[src/rtl/pllc_params.svh]
// Purpose: Offsets, field positions, reset values and counts for the PLL
//          relock and sleep clocking block.
// Assumes: Byte offsets on a 32-bit APB bus, one register per word.
// Notes:   Field ranges are written so that reg[`FIELD] selects them.
`ifndef PLLC_PARAMS_SVH
`define PLLC_PARAMS_SVH

`define PLLC_OFF_RAW_STAT 12'h050
`define PLLC_OFF_INT_MASK 12'h054
`define PLLC_OFF_INT_CLR 12'h058
`define PLLC_OFF_RUN_CFG 12'h060
`define PLLC_OFF_XLATE 12'h064
`define PLLC_OFF_RUN_CFG_EXT 12'h070
`define PLLC_OFF_RUN_GATE 12'h100
`define PLLC_OFF_SLP_GATE 12'h110
`define PLLC_OFF_DSLP_GATE 12'h120
`define PLLC_OFF_DSLP_CFG 12'h144

// run_clock_config fields.
`define PLLC_RC_CRYSTAL_SELECT 4:0
`define PLLC_RC_OSC 6:5
`define PLLC_RC_BYPASS 7
`define PLLC_RC_PWRDN 8
`define PLLC_RC_USEDIV 9
`define PLLC_RC_DIV 13:10
`define PLLC_RC_AUTOGATE 14
// run_clock_config_ext fields.
`define PLLC_RX_OSC 2:0
`define PLLC_RX_BYPASS 3
`define PLLC_RX_PWRDN 4
`define PLLC_RX_DIV 10:5
`define PLLC_RX_USE 31
// deepsleep_clock_config fields.
`define PLLC_DS_DIV 5:0
`define PLLC_DS_OSC 7:6
// Interrupt status bit of the PLL lock event.
`define PLLC_INT_LOCK 0

`define PLLC_RUN_CFG_RST 32'h0000_3d8b
`define PLLC_RUN_CFG_EXT_RST 32'h0000_01f8
`define PLLC_DSLP_CFG_RST 32'h0000_0000
`define PLLC_GATE0_RST 32'h0000_0040
`define PLLC_GATEN_RST 32'h0000_0000
`define PLLC_OSC_EXT_RTC 3'h7
`define PLLC_RELOCK_INIT 'h1200
`define PLLC_XLATE_FBASE 9'h190

`endif

[src/rtl/pllc_pkg.sv]
// Purpose: Types shared by the PLL relock and sleep clocking block.
// Assumes: Nothing beyond the params header.
// Notes:   State codes are one-hot.
package pllc_pkg;
    typedef enum logic [3:0] {
        PLLC_ST_RUN = 4'h1,
        PLLC_ST_SLEEP = 4'h2,
        PLLC_ST_DEEP = 4'h4,
        PLLC_ST_RESTORE = 4'h8
    } pllc_mode_t;

    typedef enum logic [1:0] {
        PLLC_SRC_MAIN_OSC = 2'h0,
        PLLC_SRC_INT_OSC = 2'h1,
        PLLC_SRC_RTC_OSC = 2'h2,
        PLLC_SRC_PLL = 2'h3
    } pllc_src_t;
endpackage

[src/rtl/pllc_top.sv]
// Purpose: PLL relock control, system clock selection and sleep clocking.
// Assumes: main_osc_tick_i is a one-cycle pulse per main oscillator period.
// Notes:   APB slave answers in the second access cycle.
// Functional notes
// - Crystal change retranslates and applies PLL settings.
// - Translation readable when main oscillator feeds PLL.
// - PLL held powered down after reset.
// - PLL output halved before system divisor.
// - Extended source 0x7 makes RTC the reference.
// - PLL has normal and power-down modes.
// - Relock on crystal change or power-up only.
// - Relock down counter loads 0x1200, main osc.
// - PLL unusable as system clock until expired.
// - Stay on oscillator until PLL stable.
// - Lock raw flag, optional lock interrupt.
// - Run mode clocks core and run-gated peripherals.
// - Sleep stops core, keeps system clock.
// - Auto gating picks sleep/deep gates, else run.
// - Wait instruction enters sleep or deep-sleep.
// - Deep-sleep source main osc or internal.
// - Deep-sleep powers PLL down, overrides divisor only if PLL was powered up.
// - Deep exit restores clock before gates.
// - Hibernate exit is an ordinary power-on reset.
// - Divisor equals field value plus one; one when bypassed without the divider.
// - Extended config overrides base fields when selected.
`include "pllc_params.svh"
`timescale 1ns/1ps
`default_nettype none

module pllc_top
    import pllc_pkg::*;
#(
    parameter int NGATE = 3,
    parameter logic [12:0] RELOCK_INIT = 13'(`PLLC_RELOCK_INIT)
)(
    input wire logic ref_clk_i,
    input wire logic rst_n_i,
    input wire logic ce_i,
    input wire logic psel_i,
    input wire logic penable_i,
    input wire logic pwrite_i,
    input wire logic [11:0] paddr_i,
    input wire logic [31:0] pwdata_i,
    output logic [31:0] prdata_o,
    output logic pready_o,
    output logic pslverr_o,
    input wire logic main_osc_tick_i,
    input wire logic wfi_i,
    input wire logic deepsleep_en_i,
    input wire logic wake_irq_i,
    output logic [1:0] sysclk_src_o,
    output logic [6:0] sysclk_divisor_o,
    output logic pll_prediv2_o,
    output logic pll_pdn_o,
    output logic [13:0] pll_cfg_o,
    output logic pll_ref_rtc_o,
    output logic main_osc_pdn_o,
    output logic int_osc_pdn_o,
    output logic cpu_clk_en_o,
    output logic [NGATE*32-1:0] periph_clk_en_o,
    output logic pll_lock_o,
    output logic irq_o
);

    // Translation stand-in: reference divider from the crystal code and a
    // feedback count that falls as the crystal rises.
    function automatic logic [13:0] xlate(input logic [4:0] x);
        logic [8:0] f;
        f = `PLLC_XLATE_FBASE - {4'h0, x};
        return {x, f};
    endfunction

    logic [31:0] run_cfg_r, run_cfg_nxt;
    logic [31:0] ext_cfg_r, ext_cfg_nxt;
    logic [31:0] ds_cfg_r, ds_cfg_nxt;
    logic [31:0] rgate_r [NGATE];
    logic [31:0] rgate_nxt [NGATE];
    logic [31:0] sgate_r [NGATE];
    logic [31:0] sgate_nxt [NGATE];
    logic [31:0] dgate_r [NGATE];
    logic [31:0] dgate_nxt [NGATE];
    logic mask_r, mask_nxt;
    logic lock_r, lock_nxt;
    logic [4:0] crystal_select_prev_r, crystal_select_prev_nxt;
    logic pll_on_prev_r, pll_on_prev_nxt;
    logic [12:0] cnt_r, cnt_nxt;
    pllc_mode_t mode_r, mode_nxt;
    logic [31:0] prdata_nxt;
    logic pready_nxt, pslverr_nxt;
    logic [1:0] src_nxt;
    logic [6:0] divisor_nxt;
    logic pdn_nxt, main_osc_pdn_nxt, iosc_pdn_nxt, cpu_en_nxt;
    logic [NGATE*32-1:0] periph_nxt;

    logic use_ext, bypass_eff, pdn_eff, pll_on, trigger, pll_ready;
    logic auto_gate, ds_internal, wr_en, rd_en, hit;
    logic [5:0] div_eff, run_div;
    pllc_src_t osc_eff, run_src;

    // Extended fields win over the base ones when selected.
    always_comb
    begin
        use_ext = ext_cfg_r[`PLLC_RX_USE];
        if (use_ext)
        begin
            bypass_eff = ext_cfg_r[`PLLC_RX_BYPASS];
            pdn_eff = ext_cfg_r[`PLLC_RX_PWRDN];
            div_eff = ext_cfg_r[`PLLC_RX_DIV];
            if (ext_cfg_r[`PLLC_RX_OSC] == `PLLC_OSC_EXT_RTC)
                osc_eff = PLLC_SRC_RTC_OSC;
            else if (ext_cfg_r[`PLLC_RX_OSC] == 3'h0)
                osc_eff = PLLC_SRC_MAIN_OSC;
            else
                osc_eff = PLLC_SRC_INT_OSC;
        end
        else
        begin
            bypass_eff = run_cfg_r[`PLLC_RC_BYPASS];
            pdn_eff = run_cfg_r[`PLLC_RC_PWRDN];
            // Bypassed with the divider unused runs the source undivided.
            if (bypass_eff && !run_cfg_r[`PLLC_RC_USEDIV])
                div_eff = 6'h00;
            else
                div_eff = {2'h0, run_cfg_r[`PLLC_RC_DIV]};
            osc_eff = (run_cfg_r[`PLLC_RC_OSC] == 2'h0) ?
                PLLC_SRC_MAIN_OSC : PLLC_SRC_INT_OSC;
        end
    end

    // The PLL runs only when software clears power-down outside deep-sleep.
    assign pll_on = !pdn_eff && (mode_r != PLLC_ST_DEEP);
    assign trigger = (crystal_select_prev_r != run_cfg_r[`PLLC_RC_CRYSTAL_SELECT]) ||
        (pll_on && !pll_on_prev_r);
    assign pll_ready = pll_on_prev_r && (cnt_r == 13'h0000) && !trigger;
    // Until the counter expires the chosen oscillator keeps clocking.
    assign run_src = (!bypass_eff && pll_on && pll_ready) ?
        PLLC_SRC_PLL : osc_eff;
    assign run_div = div_eff;
    assign auto_gate = run_cfg_r[`PLLC_RC_AUTOGATE];
    assign ds_internal = (ds_cfg_r[`PLLC_DS_OSC] != 2'h0);

    // Relock counter and its crystal-select and power-up history.
    always_comb
    begin
        crystal_select_prev_nxt = run_cfg_r[`PLLC_RC_CRYSTAL_SELECT];
        pll_on_prev_nxt = pll_on;
        cnt_nxt = cnt_r;
        if (trigger)
            cnt_nxt = RELOCK_INIT;
        else if (main_osc_tick_i && cnt_r != 13'h0000)
            cnt_nxt = cnt_r - 13'h0001;
    end

    // Power mode sequencing; restore comes before gates reopen.
    always_comb
    begin
        mode_nxt = mode_r;
        unique case (mode_r)
            PLLC_ST_RUN:
                if (wfi_i)
                    mode_nxt = deepsleep_en_i ?
                        PLLC_ST_DEEP : PLLC_ST_SLEEP;
            PLLC_ST_SLEEP:
                if (wake_irq_i)
                    mode_nxt = PLLC_ST_RUN;
            PLLC_ST_DEEP:
                if (wake_irq_i)
                    mode_nxt = PLLC_ST_RESTORE;
            PLLC_ST_RESTORE:
                mode_nxt = PLLC_ST_RUN;
            default:
                mode_nxt = PLLC_ST_RUN;
        endcase
    end

    // Clock outputs follow the mode being entered.
    always_comb
    begin
        src_nxt = run_src;
        divisor_nxt = {1'b0, run_div} + 7'h01;
        main_osc_pdn_nxt = 1'b0;
        cpu_en_nxt = (mode_nxt == PLLC_ST_RUN);
        if (mode_nxt == PLLC_ST_DEEP)
        begin
            src_nxt = ds_internal ? PLLC_SRC_INT_OSC : PLLC_SRC_MAIN_OSC;
            main_osc_pdn_nxt = ds_internal;
            if (!pdn_eff)
                divisor_nxt = use_ext ?
                    {1'b0, ds_cfg_r[`PLLC_DS_DIV]} + 7'h01 :
                    {3'h0, ds_cfg_r[3:0]} + 7'h01;
        end
        pdn_nxt = !(!pdn_eff && mode_nxt != PLLC_ST_DEEP);
        iosc_pdn_nxt = !(src_nxt == PLLC_SRC_INT_OSC ||
            osc_eff == PLLC_SRC_INT_OSC);
    end

    // Peripheral gating: restore still holds the deep-sleep gates.
    genvar g;
    generate
        for (g = 0; g < NGATE; g++)
        begin : gate_sel
            always_comb
            begin
                if (mode_nxt == PLLC_ST_RUN || !auto_gate)
                    periph_nxt[g*32 +: 32] = rgate_r[g];
                else if (mode_nxt == PLLC_ST_SLEEP)
                    periph_nxt[g*32 +: 32] = sgate_r[g];
                else
                    periph_nxt[g*32 +: 32] = dgate_r[g];
            end
        end
    endgenerate

    // APB slave with one wait state.
    assign wr_en = psel_i && penable_i && pready_o && pwrite_i;
    assign rd_en = psel_i && penable_i && !pready_o && !pwrite_i;

    always_comb
    begin
        run_cfg_nxt = run_cfg_r;
        ext_cfg_nxt = ext_cfg_r;
        ds_cfg_nxt = ds_cfg_r;
        mask_nxt = mask_r;
        lock_nxt = lock_r;
        rgate_nxt = rgate_r;
        sgate_nxt = sgate_r;
        dgate_nxt = dgate_r;
        prdata_nxt = 32'h0000_0000;
        pready_nxt = psel_i && penable_i && !pready_o;
        hit = 1'b1;
        unique case (paddr_i)
            `PLLC_OFF_RAW_STAT:
                prdata_nxt[`PLLC_INT_LOCK] = lock_r;
            `PLLC_OFF_INT_MASK:
            begin
                prdata_nxt[`PLLC_INT_LOCK] = mask_r;
                if (wr_en)
                    mask_nxt = pwdata_i[`PLLC_INT_LOCK];
            end
            `PLLC_OFF_INT_CLR:
            begin
                prdata_nxt[`PLLC_INT_LOCK] = lock_r && mask_r;
                if (wr_en && pwdata_i[`PLLC_INT_LOCK])
                    lock_nxt = 1'b0;
            end
            `PLLC_OFF_RUN_CFG:
            begin
                prdata_nxt = run_cfg_r;
                if (wr_en)
                    run_cfg_nxt = pwdata_i;
            end
            `PLLC_OFF_XLATE:
                if (osc_eff == PLLC_SRC_MAIN_OSC)
                    prdata_nxt = {18'h0, pll_cfg_o};
            `PLLC_OFF_RUN_CFG_EXT:
            begin
                prdata_nxt = ext_cfg_r;
                if (wr_en)
                    ext_cfg_nxt = pwdata_i;
            end
            `PLLC_OFF_DSLP_CFG:
            begin
                prdata_nxt = ds_cfg_r;
                if (wr_en)
                    ds_cfg_nxt = pwdata_i;
            end
            default:
                hit = 1'b0;
        endcase
        for (int i = 0; i < NGATE; i++)
        begin
            if (paddr_i == `PLLC_OFF_RUN_GATE + 12'(4 * i))
            begin
                hit = 1'b1;
                prdata_nxt = rgate_r[i];
                if (wr_en)
                    rgate_nxt[i] = pwdata_i;
            end
            if (paddr_i == `PLLC_OFF_SLP_GATE + 12'(4 * i))
            begin
                hit = 1'b1;
                prdata_nxt = sgate_r[i];
                if (wr_en)
                    sgate_nxt[i] = pwdata_i;
            end
            if (paddr_i == `PLLC_OFF_DSLP_GATE + 12'(4 * i))
            begin
                hit = 1'b1;
                prdata_nxt = dgate_r[i];
                if (wr_en)
                    dgate_nxt[i] = pwdata_i;
            end
        end
        if (!rd_en)
            prdata_nxt = 32'h0000_0000;
        pslverr_nxt = pready_nxt && !hit;
        // The lock event beats a clear landing in the same cycle.
        if (main_osc_tick_i && cnt_r == 13'h0001 && pll_on && !trigger)
            lock_nxt = 1'b1;
    end

    always_ff @(posedge ref_clk_i)
    begin
        // Hibernate wake arrives here as an ordinary power-on reset.
        if (!rst_n_i)
        begin
            run_cfg_r <= `PLLC_RUN_CFG_RST;
            ext_cfg_r <= `PLLC_RUN_CFG_EXT_RST;
            ds_cfg_r <= `PLLC_DSLP_CFG_RST;
            for (int i = 0; i < NGATE; i++)
            begin
                rgate_r[i] <= (i == 0) ? `PLLC_GATE0_RST : `PLLC_GATEN_RST;
                sgate_r[i] <= (i == 0) ? `PLLC_GATE0_RST : `PLLC_GATEN_RST;
                dgate_r[i] <= (i == 0) ? `PLLC_GATE0_RST : `PLLC_GATEN_RST;
            end
            mask_r <= 1'b0;
            lock_r <= 1'b0;
            crystal_select_prev_r <= 5'(`PLLC_RUN_CFG_RST & 32'h1f);
            pll_on_prev_r <= 1'b0;
            cnt_r <= 13'h0000;
            mode_r <= PLLC_ST_RUN;
            prdata_o <= 32'h0000_0000;
            pready_o <= 1'b0;
            pslverr_o <= 1'b0;
            sysclk_src_o <= PLLC_SRC_MAIN_OSC;
            sysclk_divisor_o <= 7'h01;
            pll_prediv2_o <= 1'b0;
            pll_pdn_o <= 1'b1;
            pll_cfg_o <= 14'h0000;
            pll_ref_rtc_o <= 1'b0;
            main_osc_pdn_o <= 1'b0;
            int_osc_pdn_o <= 1'b1;
            cpu_clk_en_o <= 1'b1;
            periph_clk_en_o <= '0;
            pll_lock_o <= 1'b0;
            irq_o <= 1'b0;
        end
        else if (ce_i)
        begin
            run_cfg_r <= run_cfg_nxt;
            ext_cfg_r <= ext_cfg_nxt;
            ds_cfg_r <= ds_cfg_nxt;
            rgate_r <= rgate_nxt;
            sgate_r <= sgate_nxt;
            dgate_r <= dgate_nxt;
            mask_r <= mask_nxt;
            lock_r <= lock_nxt;
            crystal_select_prev_r <= crystal_select_prev_nxt;
            pll_on_prev_r <= pll_on_prev_nxt;
            cnt_r <= cnt_nxt;
            mode_r <= mode_nxt;
            prdata_o <= prdata_nxt;
            pready_o <= pready_nxt;
            pslverr_o <= pslverr_nxt;
            sysclk_src_o <= src_nxt;
            sysclk_divisor_o <= divisor_nxt;
            pll_prediv2_o <= (src_nxt == PLLC_SRC_PLL);
            pll_pdn_o <= pdn_nxt;
            pll_cfg_o <= xlate(run_cfg_r[`PLLC_RC_CRYSTAL_SELECT]);
            pll_ref_rtc_o <= (osc_eff == PLLC_SRC_RTC_OSC);
            main_osc_pdn_o <= main_osc_pdn_nxt;
            int_osc_pdn_o <= iosc_pdn_nxt;
            cpu_clk_en_o <= cpu_en_nxt;
            periph_clk_en_o <= periph_nxt;
            pll_lock_o <= lock_nxt;
            irq_o <= lock_nxt && mask_nxt;
        end
    end
endmodule

`default_nettype wire

[config.mk]
export PLATFORM = sky130hd
export DESIGN_NAME = pllc_top
export DESIGN_NICKNAME = d
export VERILOG_FILES = /design/src/rtl/pllc_pkg.sv /design/src/rtl/pllc_top.sv
export VERILOG_INCLUDE_DIRS = /design/src /design/src/rtl
export SDC_FILE = /design/constraint.sdc
export NUM_CORES = 2
export LEC_CHECK = 0
export ABC_AREA = 1
export BUFFER_PORTS_ARGS = -buffer_cell sky130_fd_sc_hd__buf_2
export CAP_MARGIN = 10
export CORE_AREA = 5 5 154 303
export CTS_CLUSTER_DIAMETER = 80
export CTS_CLUSTER_SIZE = 14
export DETAILED_ROUTE_END_ITERATION = 10
export DIE_AREA = 0 0 159 308
export GPL_TIMING_DRIVEN = 1
export HOLD_SLACK_MARGIN = 0.1
export PLACE_DENSITY = 0.79
export SETUP_SLACK_MARGIN = 0.4
export SLEW_MARGIN = 5
export SYNTH_ARGS = -nofsm -noshare
export SYNTH_HDL_FRONTEND = slang
export SYNTH_SLANG_ARGS = --single-unit
[constraint.sdc]
create_clock -name ref_clk_i -period 5.9 [get_ports ref_clk_i]
set_input_delay 1.18 -clock ref_clk_i [delete_from_list [all_inputs] [get_ports ref_clk_i]]
set_output_delay 1.18 -clock ref_clk_i [all_outputs]
set_load 0.01 [all_outputs]
==> impl_results.md <==
- Post-synth EDFFs: 0
- Final instance area: between 20,000 and 30,000 sq um
- Worst path arrival time: 4.04 ns
- Mapped Nets: ~3,700
- Fmax: about 280 MHz
- PnR Total Power: 7.33 mW
- Post-synthesis compound-gate area fraction: between 20 and 30%
- Top post-synthesis cells by area: dfxtp_1, a21oi_1, o21ai_0
- Final nets: between 3,000 and 4,000
- Syn Std Cell Area: about 26,000 sq um
- Vias in the first global route: around 24,000
- Crit end category: flop
- H-tree Lvls: 2
- Synth-to-Final Area Change: 8.30%
- Syn Area/Cell: just over 7 sq um
- Most frequent cell after synthesis: a21oi_1
- HP Class: reg2reg
- Area after DPL: roughly 27,000 sq um
- Max IR drop VDD: about 0.21 mV
- DPL Wire Length: approximately 57 mm
- Cell Pwr Density: around 260 nW/um^2
- Initial antenna violation count: 2
- Vias: ~26,000
- Post-DRT Antenna Nets: 0
- Cell row count: 109
- First-pass GRT wire length: approximately 130 mm
- Slew headroom: around 21%
- Pins Over Slew Limit: 0
- Setup TNS: 0 ns
- RSZ-0062 raised after global routing: no
- DRT iter0 DRCs: about 2,700
- Tmin final: about 3.6 ns
- Initial Util: 58.9%
- Flop2flop setup slack: ~2.8 ns
- # resized after CTS: 0
- Synth Area in Simple Gates: ~15%
- Fraction of layout cells with a size suffix above 1: 10.8%
- CP max stage delay: approximately 0.43 ns
- CTS Buf Count: 46
- Post-Route WL: about 86 mm
- Port Buf Inserts: roughly 210
- Top_reg_cell synth: dfxtp_1
- Cell taking the most area after synthesis: dfxtp_1
- Slowest cell on the critical path: buf_4
- Startpoint types: primary input
- Worst-Margin Slew: between 1 and 1.5 ns
- CP Class: in2reg
- Area of the die: slightly below 50,000 sq um
- Register bit total from synthesis: ~570
- TritonCTS clock tree: done
- Final worst path period share: roughly three fifths
- Via/cell ratio: 6.11
- CP Cell Sequence: buf_2 -> nor2_1 -> nand3_2 -> nor2_4 -> nand2_2 -> nor2_2 -> buf_4 -> inv_2 -> nor2_2 -> buf_4 -> inv_2 -> nor2_1 -> a211oi_1
- Wirelength per Cell: approximately 20 um
- Post-detailed-route DRC marker count: 0
- Core Area: 44,100 sq um
- DR pass1 iterations: 6
- Post-CTS Hold Buffers: 0
- Mapped Cells: around 3,600
- Leakage: 11.4 nW
- Filler cell count: approximately 4,100
- Max_cap viols: 0
- Yosys top cell area share: 43.7%
- Placed instance count: slightly above 4,000
- Die Height: ~310 um
- WP data required: ~6.3 ns
- Post-synthesis mux area share: 0%
- Top-level port count: 215
- Root buf cell: clkbuf_16
- Total gr overflow: 0
- Top post-synthesis cells by count: a21oi_1, dfxtp_1, o21ai_0
- Yosys warnings: 0
- Clk slew on worst S/H paths: roughly 0.06 ns
- Buf+Inv Stages, Crit Path: 5
- Non-filler cells, final: between 4,000 and 5,000
- XOR/XNOR Fraction of Synth Area: 0.304%
- Final setup viols: 0
- Crit path max-delay family: buffers and inverters
- Die Wd: 159 um
- Seq/Total Area, Yosys: a little over two fifths
- Crit-path max FO: 35
- Setup Buffers After CTS: 0
- Tot GR Track Use: between 30 and 40%
- Netlist cell types: 50
- Worst Skew: roughly 0.013 ns
- GP Congestion: 0.946
- Final Hold Viols: 0
- Outcome: finished, final reports clean
- Combinational family with the most area after synthesis: compound AO/OA/AOI/OAI gates
- Worst-skew pair later-pin latency: about 0.58 ns
- Post-synth ARST share: 0%
- CTS Sinks: between 500 and 600
- Clk buf depth: 3
- Largest net degree at the start of global routing: between 200 and 250
- Area share of fa/ha/maj cells after synthesis: 0.241%
[cells in the final DEF, fill, tap and decap left out, types with 18 or more instances in the layout]
cell type  count
a21oi_1      609
dfxtp_1      566
o21ai_0      498
nand2_1      476
inv_1        407
buf_2        212
nor2_1       204
o211ai_1     125
nand3_1      104
a211oi_1      62
nor3_1        54
o21ai_1       52
clkbuf_16     49
buf_4         34
inv_2         26
or2_2         18
[cell families (layout without fill, tap and decap cells)]
logic type / count (synthesis) / in the layout
other: 0 / 2
AND/OR/NAND/NOR: 927 / 927
buffers and inverters: 723 / 737
adder cells (fa/ha/maj): 5 / 5
flip-flops: 566 / 566
AO/OA/AOI/OAI: 1407 / 1407
XOR/XNOR: 9 / 9
[power by group]
group          leakage, nW  internal [mW]  switching (mW)  total, mW
Sequential            4.58           3.88          0.0506       3.93
Combinational         6.24          0.155           0.398      0.553
Clock                0.608           1.46            1.39       2.85
[flip-flops by register name (all words and copies together) (netlist names), 2 cells and up]
| name | count |
|---|---|
| rgate_r | 96 |
| ext_cfg_r | 32 |
| run_cfg_r | 32 |
| mode_r | 4 |
| ds_cfg_r | 32 |
| pll_cfg_o | 13 |
| prdata_o | 32 |
| cnt_r | 13 |
| dgate_r | 96 |
| sysclk_src_o | 2 |
| sysclk_divisor_o | 7 |
| crystal_select_prev_r | 3 |
| sgate_r | 96 |
| periph_clk_en_o | 96 |
[worst reg2reg max path, cell delays in order (launching register included)]
cell      delay (ns)
dfxtp_1         0.48
inv_2           0.27
nand3_1         0.16
a21boi_1        0.90
nand3_1         0.34
nand3_1         0.25
nand2_1         0.08
nand2_1         0.07
nand2_1         0.06
nand3_1         0.09
nand2_1         0.05
nand2_1         0.05
nand2_1         0.07
a21oi_1         0.13
[layout make-up]
class / instances / area [sq um] / share of cell area (%)
Sequential cell: 566 / 11300 / 40.3
Inverter: 438 / 1660 / 5.89
Clock inverter: 1 / 8.76 / 0.0312
Tap cell: 555 / 694 / 2.47
Clock buffer: 49 / 1230 / 4.36
Timing Repair Buffer: 249 / 1370 / 4.88
Antenna cell: 2 / 5.00 / 0.0178
Multi-Input combinational cell: 2348 / 11800 / 42.0
[path summary, 6_finish.rpt]
path | startpoint | endpoint | cells past startpoint
hold reg to reg | ext_cfg_r[17]$_SDFFE_PN0P_ | ext_cfg_r[17]$_SDFFE_PN0P_ | 2
setup / recovery | paddr_i[11] | sgate_r[21]$_SDFFE_PN0P_ | 13
setup reg to reg | ext_cfg_r[31]$_SDFFE_PN0P_ | prdata_o[8]$_SDFFE_PN0P_ | 13
hold / removal | ext_cfg_r[17]$_SDFFE_PN0P_ | ext_cfg_r[17]$_SDFFE_PN0P_ | 2
[layer usage]
layer / track usage (%) / vias to the layer above / part of all wire, %
met5: 0 / - / 0
met4: 19.4 / 0 / 6.4
met3: 5.42 / 339 / 8.8
met2: 54.5 / 1390 / 46
met1: 41.4 / 11827 / 38
li1: - / 12175 / -
[through the flow]
| step | utilization (%) | hold slack [ns] | setup WS [ns] |
|---|---|---|---|
| finish | 63.8 | 0.445 | 2.28 |
| global route | 63.8 | 0.461 | 2.01 |
| CTS | 63.8 | 0.447 | 2.35 |
| detailed placement | 61.0 | 0.437 | 1.75 |
| global placement | 61.0 | 0.432 | 1.83 |
| floorplan | - | 0.424 | 3.19 |
Note: power is estimated with default switching activity, not from simulation.
